$ cat src/nbp_pkg.sv
// nbp_pkg: constants shared by the nibble port bank files
// assumes a 12-bit data address with the port bank in the top page
package nbp_pkg;
    localparam int ADDR_W = 12;
    localparam int DATA_W = 8;
    localparam int NIB_W = 4;
    localparam int PIN_W = 36;
    // page selects within bank 15
    localparam logic [7:0] PAGE_PORT = 8'hFF;
    localparam logic [7:0] PAGE_CTRL = 8'hFE;
    // port latch addresses
    localparam logic [3:0] IDX_P0 = 4'h0;
    localparam logic [3:0] IDX_P1 = 4'h1;
    localparam logic [3:0] IDX_P2 = 4'h2;
    localparam logic [3:0] IDX_P3 = 4'h3;
    localparam logic [3:0] IDX_P4 = 4'h4;
    localparam logic [3:0] IDX_P5 = 4'h5;
    localparam logic [3:0] IDX_P6 = 4'h6;
    localparam logic [3:0] IDX_P7 = 4'h7;
    localparam logic [3:0] IDX_P8 = 4'h8;
    localparam logic [3:0] IDX_LAST = 4'hC;
    // control registers in the control page
    localparam logic [3:0] IDX_DIR0 = 4'h0;
    localparam logic [3:0] IDX_DIR2 = 4'h1;
    localparam logic [3:0] IDX_DIR3 = 4'h2;
    localparam logic [3:0] IDX_DIR6 = 4'h3;
    localparam logic [3:0] IDX_DIR7 = 4'h4;
    localparam logic [3:0] IDX_DIR8 = 4'h5;
    localparam logic [3:0] IDX_PULL_A = 4'h8;
    localparam logic [3:0] IDX_PULL_B = 4'h9;
    localparam logic [3:0] IDX_EDGE = 4'hA;
    localparam logic [3:0] IDX_ALT0 = 4'hB;
    localparam logic [3:0] IDX_ALT2 = 4'hC;
    // field positions
    localparam int PULL_A_P0 = 0;
    localparam int PULL_A_P1 = 1;
    localparam int PULL_A_P2 = 2;
    localparam int PULL_A_P3 = 3;
    localparam int PULL_B_P6 = 0;
    localparam int PULL_B_P8 = 1;
    localparam int EDGE_A_FALL = 0;
    localparam int EDGE_B_FALL = 1;
    // reset values
    localparam logic [3:0] RST_LATCH = 4'h0;
    localparam logic [3:0] RST_LATCH_OD = 4'hF;
    localparam logic [3:0] RST_DIR = 4'h0;
    localparam logic [3:0] RST_CTRL = 4'h0;
    localparam logic [3:0] NIB_ZERO = 4'h0;
endpackage

$ cat src/nbp_pin_sync.sv
// nbp_pin_sync: three-stage pin synchroniser with agreement filter and edge pulses
// assumes pins are asynchronous to i_mclk
`timescale 1ns/10ps
`default_nettype none
module nbp_pin_sync #(
    parameter int W = 1
) (
    input wire logic i_mclk,
    input wire logic i_rstn,
    input wire logic [W-1:0] i_pin,
    output var logic [W-1:0] o_level,
    output var logic [W-1:0] o_rise,
    output var logic [W-1:0] o_fall
);
    logic [W-1:0] s1_reg;
    logic [W-1:0] s2_reg;
    logic [W-1:0] s3_reg;
    logic [W-1:0] level_next;
    // a change counts only once stages two and three agree
    assign level_next = (s2_reg & s3_reg) | (o_level & (s2_reg ^ s3_reg));
    always_ff @(posedge i_mclk or negedge i_rstn) begin
        if (!i_rstn) begin
            s1_reg <= '0;
            s2_reg <= '0;
            s3_reg <= '0;
            o_level <= '0;
            o_rise <= '0;
            o_fall <= '0;
        end else begin
            s1_reg <= i_pin;
            s2_reg <= s1_reg;
            s3_reg <= s2_reg;
            o_level <= level_next;
            o_rise <= level_next & ~o_level;
            o_fall <= ~level_next & o_level;
        end
    end
endmodule
`default_nettype wire

$ cat src/nbp_bank.sv
// nbp_bank: nine nibble-wide ports mapped into the top data page
// assumes a single-cycle strobe bus master on i_mclk and external pad logic
// Function
// - port latches at FF0H..FFCH, bank 15
// - 36 pins: 4 in, 24 io, 8 open-drain
// - latches readable, writable, testable per bit
// - port 0 per-pin direction, bit/nibble access
// - port 0 group pull-up, off on outputs
// - port 1 input only, pull-ups low three
// - ports 4/5 open-drain, pairable to byte
// - ports 4/5 pull-ups by mask option
// - ports 4/5 released high after reset
// - port 6 direction and pull-up, port 7 direction only
// - ports 6/7 bit, nibble and byte access
// - port 8 direction, group pull-down, off outputs
// - two interrupt pins with selectable edge, synchronised
// - quasi interrupt pin flags rising edges
// - fourth port 1 pin flags both edges
// - key scan pins flag falling edges
`timescale 1ns/10ps
`default_nettype none
module nbp_bank #(
    parameter logic PULLUP45_OPT = 1'b1
) (
    input wire logic i_mclk,
    input wire logic i_rstn,
    input wire logic [nbp_pkg::ADDR_W-1:0] i_addr,
    input wire logic [nbp_pkg::DATA_W-1:0] i_wdata,
    input wire logic [nbp_pkg::DATA_W-1:0] i_wmask,
    input wire logic i_wide,
    input wire logic i_wr,
    input wire logic i_rd,
    output var logic [nbp_pkg::DATA_W-1:0] o_rdata,
    input wire logic [3:0] i_p0_in,
    output logic [3:0] o_p0_out,
    output logic [3:0] o_p0_oe_n,
    output logic [3:0] o_p0_pu,
    input wire logic [3:0] i_p1_in,
    output logic [2:0] o_p1_pu,
    input wire logic [3:0] i_p2_in,
    output logic [3:0] o_p2_out,
    output logic [3:0] o_p2_oe_n,
    output logic [3:0] o_p2_pu,
    input wire logic [3:0] i_p3_in,
    output logic [3:0] o_p3_out,
    output logic [3:0] o_p3_oe_n,
    output logic [3:0] o_p3_pu,
    input wire logic [3:0] i_p4_in,
    output logic [3:0] o_p4_out,
    output logic [3:0] o_p4_oe_n,
    input wire logic [3:0] i_p5_in,
    output logic [3:0] o_p5_out,
    output logic [3:0] o_p5_oe_n,
    output logic [7:0] o_p45_pu,
    input wire logic [3:0] i_p6_in,
    output logic [3:0] o_p6_out,
    output logic [3:0] o_p6_oe_n,
    output logic [3:0] o_p6_pu,
    input wire logic [3:0] i_p7_in,
    output logic [3:0] o_p7_out,
    output logic [3:0] o_p7_oe_n,
    input wire logic [3:0] i_p8_in,
    output logic [3:0] o_p8_out,
    output logic [3:0] o_p8_oe_n,
    output logic [3:0] o_p8_pd,
    input wire logic i_serial_clk_out,
    input wire logic i_serial_data_out,
    input wire logic i_basic_timer_out,
    input wire logic i_timer_a_out,
    input wire logic i_timer_b_out,
    input wire logic i_clock_out_pin,
    input wire logic i_buzzer_out,
    output logic o_serial_data_in,
    output logic o_timer_a_ext_clk,
    output logic o_timer_b_ext_clk,
    output var logic o_ext_irq_a_in,
    output var logic o_ext_irq_b_in,
    output var logic o_quasi_irq_rise_in,
    output var logic o_ext_irq_both_edge_in,
    output var logic [7:0] o_key_scan_in
);
    import nbp_pkg::*;

    function automatic logic [3:0] merge(input logic [3:0] old, input logic [3:0] data,
                                         input logic [3:0] mask);
        merge = (old & ~mask) | (data & mask);
    endfunction

    // port latches; port 1 is input only and keeps none
    logic [3:0] lat0_reg;
    logic [3:0] lat2_reg;
    logic [3:0] lat3_reg;
    logic [3:0] lat4_reg;
    logic [3:0] lat5_reg;
    logic [3:0] lat6_reg;
    logic [3:0] lat7_reg;
    logic [3:0] lat8_reg;

    // direction nibbles, a one makes the pin an output
    logic [3:0] dir0_reg;
    logic [3:0] dir2_reg;
    logic [3:0] dir3_reg;
    logic [3:0] dir6_reg;
    logic [3:0] dir7_reg;
    logic [3:0] dir8_reg;

    // pull, edge and alternate-function controls
    logic [3:0] pull_a_reg;
    logic [3:0] pull_b_reg;
    logic [3:0] edge_reg;
    logic [3:0] alt0_reg;
    logic [3:0] alt2_reg;

    logic [PIN_W-1:0] pins_raw;
    logic [PIN_W-1:0] pin_lvl;
    logic [PIN_W-1:0] pin_rise;
    logic [PIN_W-1:0] pin_fall;

    // all pins pass the same synchroniser, so interrupt inputs are clocked too
    assign pins_raw = {i_p8_in, i_p7_in, i_p6_in, i_p5_in, i_p4_in,
                       i_p3_in, i_p2_in, i_p1_in, i_p0_in};

    nbp_pin_sync #(
        .W(PIN_W)
    ) u_sync (
        .i_mclk(i_mclk),
        .i_rstn(i_rstn),
        .i_pin(pins_raw),
        .o_level(pin_lvl),
        .o_rise(pin_rise),
        .o_fall(pin_fall)
    );

    wire [3:0] pv0 = pin_lvl[3:0];
    wire [3:0] pv1 = pin_lvl[7:4];
    wire [3:0] pv2 = pin_lvl[11:8];
    wire [3:0] pv3 = pin_lvl[15:12];
    wire [3:0] pv4 = pin_lvl[19:16];
    wire [3:0] pv5 = pin_lvl[23:20];
    wire [3:0] pv6 = pin_lvl[27:24];
    wire [3:0] pv7 = pin_lvl[31:28];
    wire [3:0] pv8 = pin_lvl[35:32];

    // address decode
    wire [3:0] idx = i_addr[3:0];
    wire port_page = (i_addr[11:4] == PAGE_PORT) && (idx <= IDX_LAST);
    wire ctrl_page = i_addr[11:4] == PAGE_CTRL;
    // byte access only at the even address of a pairable port pair
    wire pair_ok = i_wide && ((idx == IDX_P4) || (idx == IDX_P6));
    wire [3:0] hi_idx = {idx[3:1], 1'b1};
    wire pwr = i_wr && port_page;
    wire cwr = i_wr && ctrl_page;
    wire [3:0] mlo = i_wmask[3:0];
    wire [3:0] mhi = i_wmask[7:4];
    wire [3:0] dlo = i_wdata[3:0];
    wire [3:0] dhi = i_wdata[7:4];

    wire we_p0 = pwr && (idx == IDX_P0);
    wire we_p2 = pwr && (idx == IDX_P2);
    wire we_p3 = pwr && (idx == IDX_P3);
    wire we_p4 = pwr && (idx == IDX_P4);
    wire we_p5 = pwr && (idx == IDX_P5);
    // a byte write reaches the odd partner through its high nibble
    wire we_p5h = pwr && pair_ok && (idx == IDX_P4);
    wire we_p6 = pwr && (idx == IDX_P6);
    wire we_p7 = pwr && (idx == IDX_P7);
    wire we_p7h = pwr && pair_ok && (idx == IDX_P6);
    wire we_p8 = pwr && (idx == IDX_P8);

    always_ff @(posedge i_mclk or negedge i_rstn) begin
        if (!i_rstn) begin
            lat0_reg <= RST_LATCH;
            lat2_reg <= RST_LATCH;
            lat3_reg <= RST_LATCH;
            lat4_reg <= RST_LATCH_OD;
            lat5_reg <= RST_LATCH_OD;
            lat6_reg <= RST_LATCH;
            lat7_reg <= RST_LATCH;
            lat8_reg <= RST_LATCH;
        end else begin
            if (we_p0) lat0_reg <= merge(lat0_reg, dlo, mlo);
            if (we_p2) lat2_reg <= merge(lat2_reg, dlo, mlo);
            if (we_p3) lat3_reg <= merge(lat3_reg, dlo, mlo);
            if (we_p4) lat4_reg <= merge(lat4_reg, dlo, mlo);
            if (we_p5) lat5_reg <= merge(lat5_reg, dlo, mlo);
            else if (we_p5h) lat5_reg <= merge(lat5_reg, dhi, mhi);
            if (we_p6) lat6_reg <= merge(lat6_reg, dlo, mlo);
            if (we_p7) lat7_reg <= merge(lat7_reg, dlo, mlo);
            else if (we_p7h) lat7_reg <= merge(lat7_reg, dhi, mhi);
            if (we_p8) lat8_reg <= merge(lat8_reg, dlo, mlo);
        end
    end

    always_ff @(posedge i_mclk or negedge i_rstn) begin
        if (!i_rstn) begin
            dir0_reg <= RST_DIR;
            dir2_reg <= RST_DIR;
            dir3_reg <= RST_DIR;
            dir6_reg <= RST_DIR;
            dir7_reg <= RST_DIR;
            dir8_reg <= RST_DIR;
            pull_a_reg <= RST_CTRL;
            pull_b_reg <= RST_CTRL;
            edge_reg <= RST_CTRL;
            alt0_reg <= RST_CTRL;
            alt2_reg <= RST_CTRL;
        end else if (cwr) begin
            case (idx)
                IDX_DIR0: dir0_reg <= merge(dir0_reg, dlo, mlo);
                IDX_DIR2: dir2_reg <= merge(dir2_reg, dlo, mlo);
                IDX_DIR3: dir3_reg <= merge(dir3_reg, dlo, mlo);
                IDX_DIR6: dir6_reg <= merge(dir6_reg, dlo, mlo);
                IDX_DIR7: dir7_reg <= merge(dir7_reg, dlo, mlo);
                IDX_DIR8: dir8_reg <= merge(dir8_reg, dlo, mlo);
                IDX_PULL_A: pull_a_reg <= merge(pull_a_reg, dlo, mlo);
                IDX_PULL_B: pull_b_reg <= merge(pull_b_reg, dlo, mlo);
                IDX_EDGE: edge_reg <= merge(edge_reg, dlo, mlo);
                IDX_ALT0: alt0_reg <= merge(alt0_reg, dlo, mlo);
                IDX_ALT2: alt2_reg <= merge(alt2_reg, dlo, mlo);
                // unused offsets keep no state and read as zero
                default: ;
            endcase
        end
    end

    // read view: output bits show the latch, input bits the synchronised pin
    wire [3:0] rv0 = (dir0_reg & lat0_reg) | (~dir0_reg & pv0);
    wire [3:0] rv2 = (dir2_reg & lat2_reg) | (~dir2_reg & pv2);
    wire [3:0] rv3 = (dir3_reg & lat3_reg) | (~dir3_reg & pv3);
    wire [3:0] rv6 = (dir6_reg & lat6_reg) | (~dir6_reg & pv6);
    wire [3:0] rv7 = (dir7_reg & lat7_reg) | (~dir7_reg & pv7);
    wire [3:0] rv8 = (dir8_reg & lat8_reg) | (~dir8_reg & pv8);

    // unmapped nibbles of both pages read as zero
    logic [3:0] port_tab [0:15];
    logic [3:0] ctrl_tab [0:15];
    assign port_tab[0] = rv0;
    assign port_tab[1] = pv1;
    assign port_tab[2] = rv2;
    assign port_tab[3] = rv3;
    assign port_tab[4] = pv4;
    assign port_tab[5] = pv5;
    assign port_tab[6] = rv6;
    assign port_tab[7] = rv7;
    assign port_tab[8] = rv8;
    assign port_tab[9] = NIB_ZERO;
    assign port_tab[10] = NIB_ZERO;
    assign port_tab[11] = NIB_ZERO;
    assign port_tab[12] = NIB_ZERO;
    assign port_tab[13] = NIB_ZERO;
    assign port_tab[14] = NIB_ZERO;
    assign port_tab[15] = NIB_ZERO;
    assign ctrl_tab[0] = dir0_reg;
    assign ctrl_tab[1] = dir2_reg;
    assign ctrl_tab[2] = dir3_reg;
    assign ctrl_tab[3] = dir6_reg;
    assign ctrl_tab[4] = dir7_reg;
    assign ctrl_tab[5] = dir8_reg;
    assign ctrl_tab[6] = NIB_ZERO;
    assign ctrl_tab[7] = NIB_ZERO;
    assign ctrl_tab[8] = pull_a_reg;
    assign ctrl_tab[9] = pull_b_reg;
    assign ctrl_tab[10] = edge_reg;
    assign ctrl_tab[11] = alt0_reg;
    assign ctrl_tab[12] = alt2_reg;
    assign ctrl_tab[13] = NIB_ZERO;
    assign ctrl_tab[14] = NIB_ZERO;
    assign ctrl_tab[15] = NIB_ZERO;

    // a byte read carries the odd partner port in the high nibble
    wire [3:0] rd_lo = port_page ? port_tab[idx] : (ctrl_page ? ctrl_tab[idx] : NIB_ZERO);
    wire [3:0] rd_hi = (port_page && pair_ok) ? port_tab[hi_idx] : NIB_ZERO;
    wire [7:0] rdata_next = i_rd ? {rd_hi, rd_lo} : 8'h00;

    always_ff @(posedge i_mclk or negedge i_rstn) begin
        if (!i_rstn) begin
            o_rdata <= 8'h00;
        end else begin
            o_rdata <= rdata_next;
        end
    end

    // alternate output sources select per pin over the latch
    wire [3:0] alt0_src = {i_basic_timer_out, lat0_reg[2], i_serial_data_out, i_serial_clk_out};
    wire [3:0] alt2_src = {i_buzzer_out, i_clock_out_pin, i_timer_b_out, i_timer_a_out};
    assign o_p0_out = (alt0_reg & alt0_src) | (~alt0_reg & lat0_reg);
    assign o_p2_out = (alt2_reg & alt2_src) | (~alt2_reg & lat2_reg);
    assign o_p3_out = lat3_reg;
    assign o_p6_out = lat6_reg;
    assign o_p7_out = lat7_reg;
    assign o_p8_out = lat8_reg;
    assign o_p0_oe_n = ~dir0_reg;
    assign o_p2_oe_n = ~dir2_reg;
    assign o_p3_oe_n = ~dir3_reg;
    assign o_p6_oe_n = ~dir6_reg;
    assign o_p7_oe_n = ~dir7_reg;
    assign o_p8_oe_n = ~dir8_reg;
    // open-drain: only a zero is driven, a one releases the pin
    assign o_p4_out = 4'h0;
    assign o_p5_out = 4'h0;
    assign o_p4_oe_n = lat4_reg;
    assign o_p5_oe_n = lat5_reg;
    // the pair pull-ups are fixed by the mask option, never by software
    assign o_p45_pu = {8{PULLUP45_OPT}};

    // group pulls, suppressed on output pins
    assign o_p0_pu = {4{pull_a_reg[PULL_A_P0]}} & ~dir0_reg;
    assign o_p1_pu = {3{pull_a_reg[PULL_A_P1]}};
    assign o_p2_pu = {4{pull_a_reg[PULL_A_P2]}} & ~dir2_reg;
    assign o_p3_pu = {4{pull_a_reg[PULL_A_P3]}} & ~dir3_reg;
    assign o_p6_pu = {4{pull_b_reg[PULL_B_P6]}} & ~dir6_reg;
    assign o_p8_pd = {4{pull_b_reg[PULL_B_P8]}} & ~dir8_reg;

    assign o_serial_data_in = pv0[2];
    assign o_timer_a_ext_clk = pv3[0];
    assign o_timer_b_ext_clk = pv3[1];

    // pin event selection, registered one cycle after the filtered edge
    wire ev_a = edge_reg[EDGE_A_FALL] ? pin_fall[4] : pin_rise[4];
    wire ev_b = edge_reg[EDGE_B_FALL] ? pin_fall[5] : pin_rise[5];
    wire ev_q = pin_rise[6];
    wire ev_both = pin_rise[7] | pin_fall[7];
    wire [7:0] ev_ks = pin_fall[31:24];

    always_ff @(posedge i_mclk or negedge i_rstn) begin
        if (!i_rstn) begin
            o_ext_irq_a_in <= 1'b0;
            o_ext_irq_b_in <= 1'b0;
            o_quasi_irq_rise_in <= 1'b0;
            o_ext_irq_both_edge_in <= 1'b0;
            o_key_scan_in <= 8'h00;
        end else begin
            o_ext_irq_a_in <= ev_a;
            o_ext_irq_b_in <= ev_b;
            o_quasi_irq_rise_in <= ev_q;
            o_ext_irq_both_edge_in <= ev_both;
            o_key_scan_in <= ev_ks;
        end
    end
endmodule
`default_nettype wire

$ cat config.mk
export PLATFORM = sky130hd
export DESIGN_NAME = nbp_bank
export DESIGN_NICKNAME = d
export VERILOG_FILES = /design/src/nbp_pkg.sv /design/src/nbp_pin_sync.sv /design/src/nbp_bank.sv
export SDC_FILE = /design/constraint.sdc
export NUM_CORES = 1
export LEC_CHECK = 0
export BUFFER_PORTS_ARGS = -buffer_cell sky130_fd_sc_hd__buf_2
export CAP_MARGIN = 40
export CELL_PAD_IN_SITES_DETAIL_PLACEMENT = 1
export CELL_PAD_IN_SITES_GLOBAL_PLACEMENT = 1
export CORE_ASPECT_RATIO = 0.9
export CORE_MARGIN = 3
export CORE_UTILIZATION = 40
export CTS_CLUSTER_DIAMETER = 40
export CTS_CLUSTER_SIZE = 25
export DETAILED_ROUTE_END_ITERATION = 8
export GPL_ROUTABILITY_DRIVEN = 0
export PLACE_DENSITY_LB_ADDON = 0.1
export SYNTH_ARGS = -nofsm -noshare
export SYNTH_HDL_FRONTEND = slang
export SYNTH_HIERARCHICAL = 1
export SYNTH_SLANG_ARGS = --single-unit
$ cat constraint.sdc
create_clock -name i_mclk -period 1.56 [get_ports i_mclk]
set_clock_uncertainty 0.2 [all_clocks]
set_input_delay 0.156 -clock i_mclk [delete_from_list [all_inputs] [get_ports i_mclk]]
set_output_delay 0.156 -clock i_mclk [all_outputs]
set_load 0.005 [all_outputs]
==> out/metrics.csv <==
stage,metric,value,unit
timing,RSZ-0062 raised after global routing,true,
route,initial DRC count,399,
finish,area growth from synthesis to layout,47.68,%
power_and_ir_drop,VDD IR max,0.0008114,V
critical_path,maximum fanout along the worst path,3,
floorplan,num ports,194,
finish,"commonest non-fill, non-tap cell in the layout",dfrtp_1,
route,vias per cell,5.012,
run_status,failing checks,"negative hold slack, negative setup slack",
timing,final setup vio count,39,
clock_tree,clock-pin transition on the worst setup and hold timing paths,0.06,ns
power_and_ir_drop,Total Power,0.01759,W
critical_path,Critical Path RT,1.76,ns
timing,Fmax achieved,551.3,MHz
timing,Slew Limit Headroom,57.59,%
power_and_ir_drop,Pwr Density,1127,nW/um^2
route,vias,7904,
finish,"Cell Count, Final, Fillers Out",1577,
floorplan,die height,160.2,um
critical_path,crit path capture type,flip-flop,
timing,Slew Limit Fails,0,
route,drt wl/cell,20.33,um
grt,total gr overflow,0,
clock_tree,Max clock buf depth,3,
finish,most frequent cells in the layout,"dfrtp_1 (241), buf_2 (151), buf_4 (136)",
floorplan,Die Wd,177.4,um
finish,layout cells sized above 1,50.73,%
route,number of antenna-violating nets in the routed design,0,
yosys,"Cell Area, Synth",10570,sq um
place,Inst Count DP,1438,
floorplan,Die Area,28420,sq um
place,hpwl dp,22.28,mm
grt,pin count of the biggest net entering global routing,52,
timing,final setup margin,-0.2538,ns
yosys,average cell area after synthesis,13.38,sq um
clock_tree,CTS Buf Count,37,
timing,minimum clock period,1.814,ns
finish,Final #Nets,1315,
clock_tree,CTS Sinks,255,
min_path,HP Class,input port to async pin,
yosys,Syn Inst Count,790,
timing,Setup TNS,-4.269,ns
grt,total track usage,22.59,%
yosys,Synth warnings,6,
place,"Cell Area, Placed",13080,sq um
clock_tree,clock root buffer,clkbuf_16,
critical_path,type of origin of the critical path,flip-flop,
grt,global-route wire length before repair,49.78,mm
floorplan,Initial Util,41.30,%
route,DRC Markers,0,
clock_tree,H-tree levels,2,
grt,vias in the first global route,8697,
timing,Fin. Hold Viols,31,
critical_path,CP Class,flip-flop to flip-flop,
route,aggregate routed wire length,32.07,mm
floorplan,# rows,55,
route,DRT Pass-1 Iters,4,
run_status,status,finished with violations,
grt,initial antenna violation count,3,
power_and_ir_drop,leakage,7.750,nW
finish,Final Instance Area,15610,sq um
place,IO buf count,177,
timing,worst hold slack,-0.01106,ns
clock_tree,TritonCTS clock tree,built,
floorplan,Core Region,25600,sq um
job,max cap viols,0,
timing,Final period util,116.3,%
critical_path,crit path DAT,2.01,ns
clock_tree,Worst-Skew Late Latency,0.51,ns
timing,worst-margin pin slew,0.6313,ns
-- worst max-delay path, cell delays in order (launching register included) --
cell,delay [ns]
dfrtp_1,0.45
mux2_2,0.39
o22ai_1,0.13
nor3_1,0.08
a211o_1,0.24
a22o_1,0.21
-- per-stage QoR --
step | utilization [%] | worst slack (ns)
4_1_cts | 59.93 | -0.2352
3_3_place_gp | 51.09 | -0.4113
3_5_place_dp | 51.09 | -0.4406
5_1_grt | 60.99 | -0.2733
6_report | 60.99 | -0.2538
2_1_floorplan | - | -0.2267
-- power breakdown --
group          switching [W]  internal (W)
Clock                0.00335       0.00576
Sequential          0.000158       0.00692
Combinational       0.000698      0.000698
-- worst paths after layout --
path,cells after the start,endpoint,slack [ns],startpoint
setup / recovery,5,o_rdata[0]$_DFF_PN0_,-0.25,flip-flop
hold / removal,2,u_sync/o_level[27]$_DFF_PN0_,-0.01,i_rstn
setup reg to reg,5,o_rdata[0]$_DFF_PN0_,-0.25,flip-flop
hold reg to reg,0,u_sync/s2_reg[28]$_DFF_PN0_,0.14,u_sync/s1_reg[28]$_DFF_PN0_
max in group asynchronous,3,async pin,0.54,i_rstn
min in group i_mclk,4,o_rdata[4]$_DFF_PN0_,0,i_rd
-- what timing repair did --
action,CTS,global route
setup buffers,15,7
setup endpoints to repair,55,88
gates resized for setup,89,61
pin swaps,6,5
cloned,0,1
endpoints found under the hold margin,321,0
hold buffers,50,0
-- layer usage --
metal / routed length [um] / global-route usage (%) / share of wire [%] / vias to the layer above
met5: 0 / 0 / 0 / -
met4: 627 / 5.318 / 2.0 / 0
met3: 1522 / 3.947 / 4.7 / 49
met2: 15440 / 37.59 / 48 / 208
met1: 14470 / 30.95 / 45 / 4051
li1: - / - / - / 3596
-- final cells by class --
class / count / area, sq um
Fill cell: 2568 / 9986
Sequential cell: 255 / 6399
Multi-Input combinational cell: 471 / 4071
Timing Repair Buffer: 414 / 3227
Clock buffer: 42 / 997.2
Tap cell: 342 / 427.9
Clock inverter: 26 / 374.1
Inverter: 24 / 110.1
Antenna cell: 3 / 7.507
No activity file was read; power rests on OpenSTA's default activity.
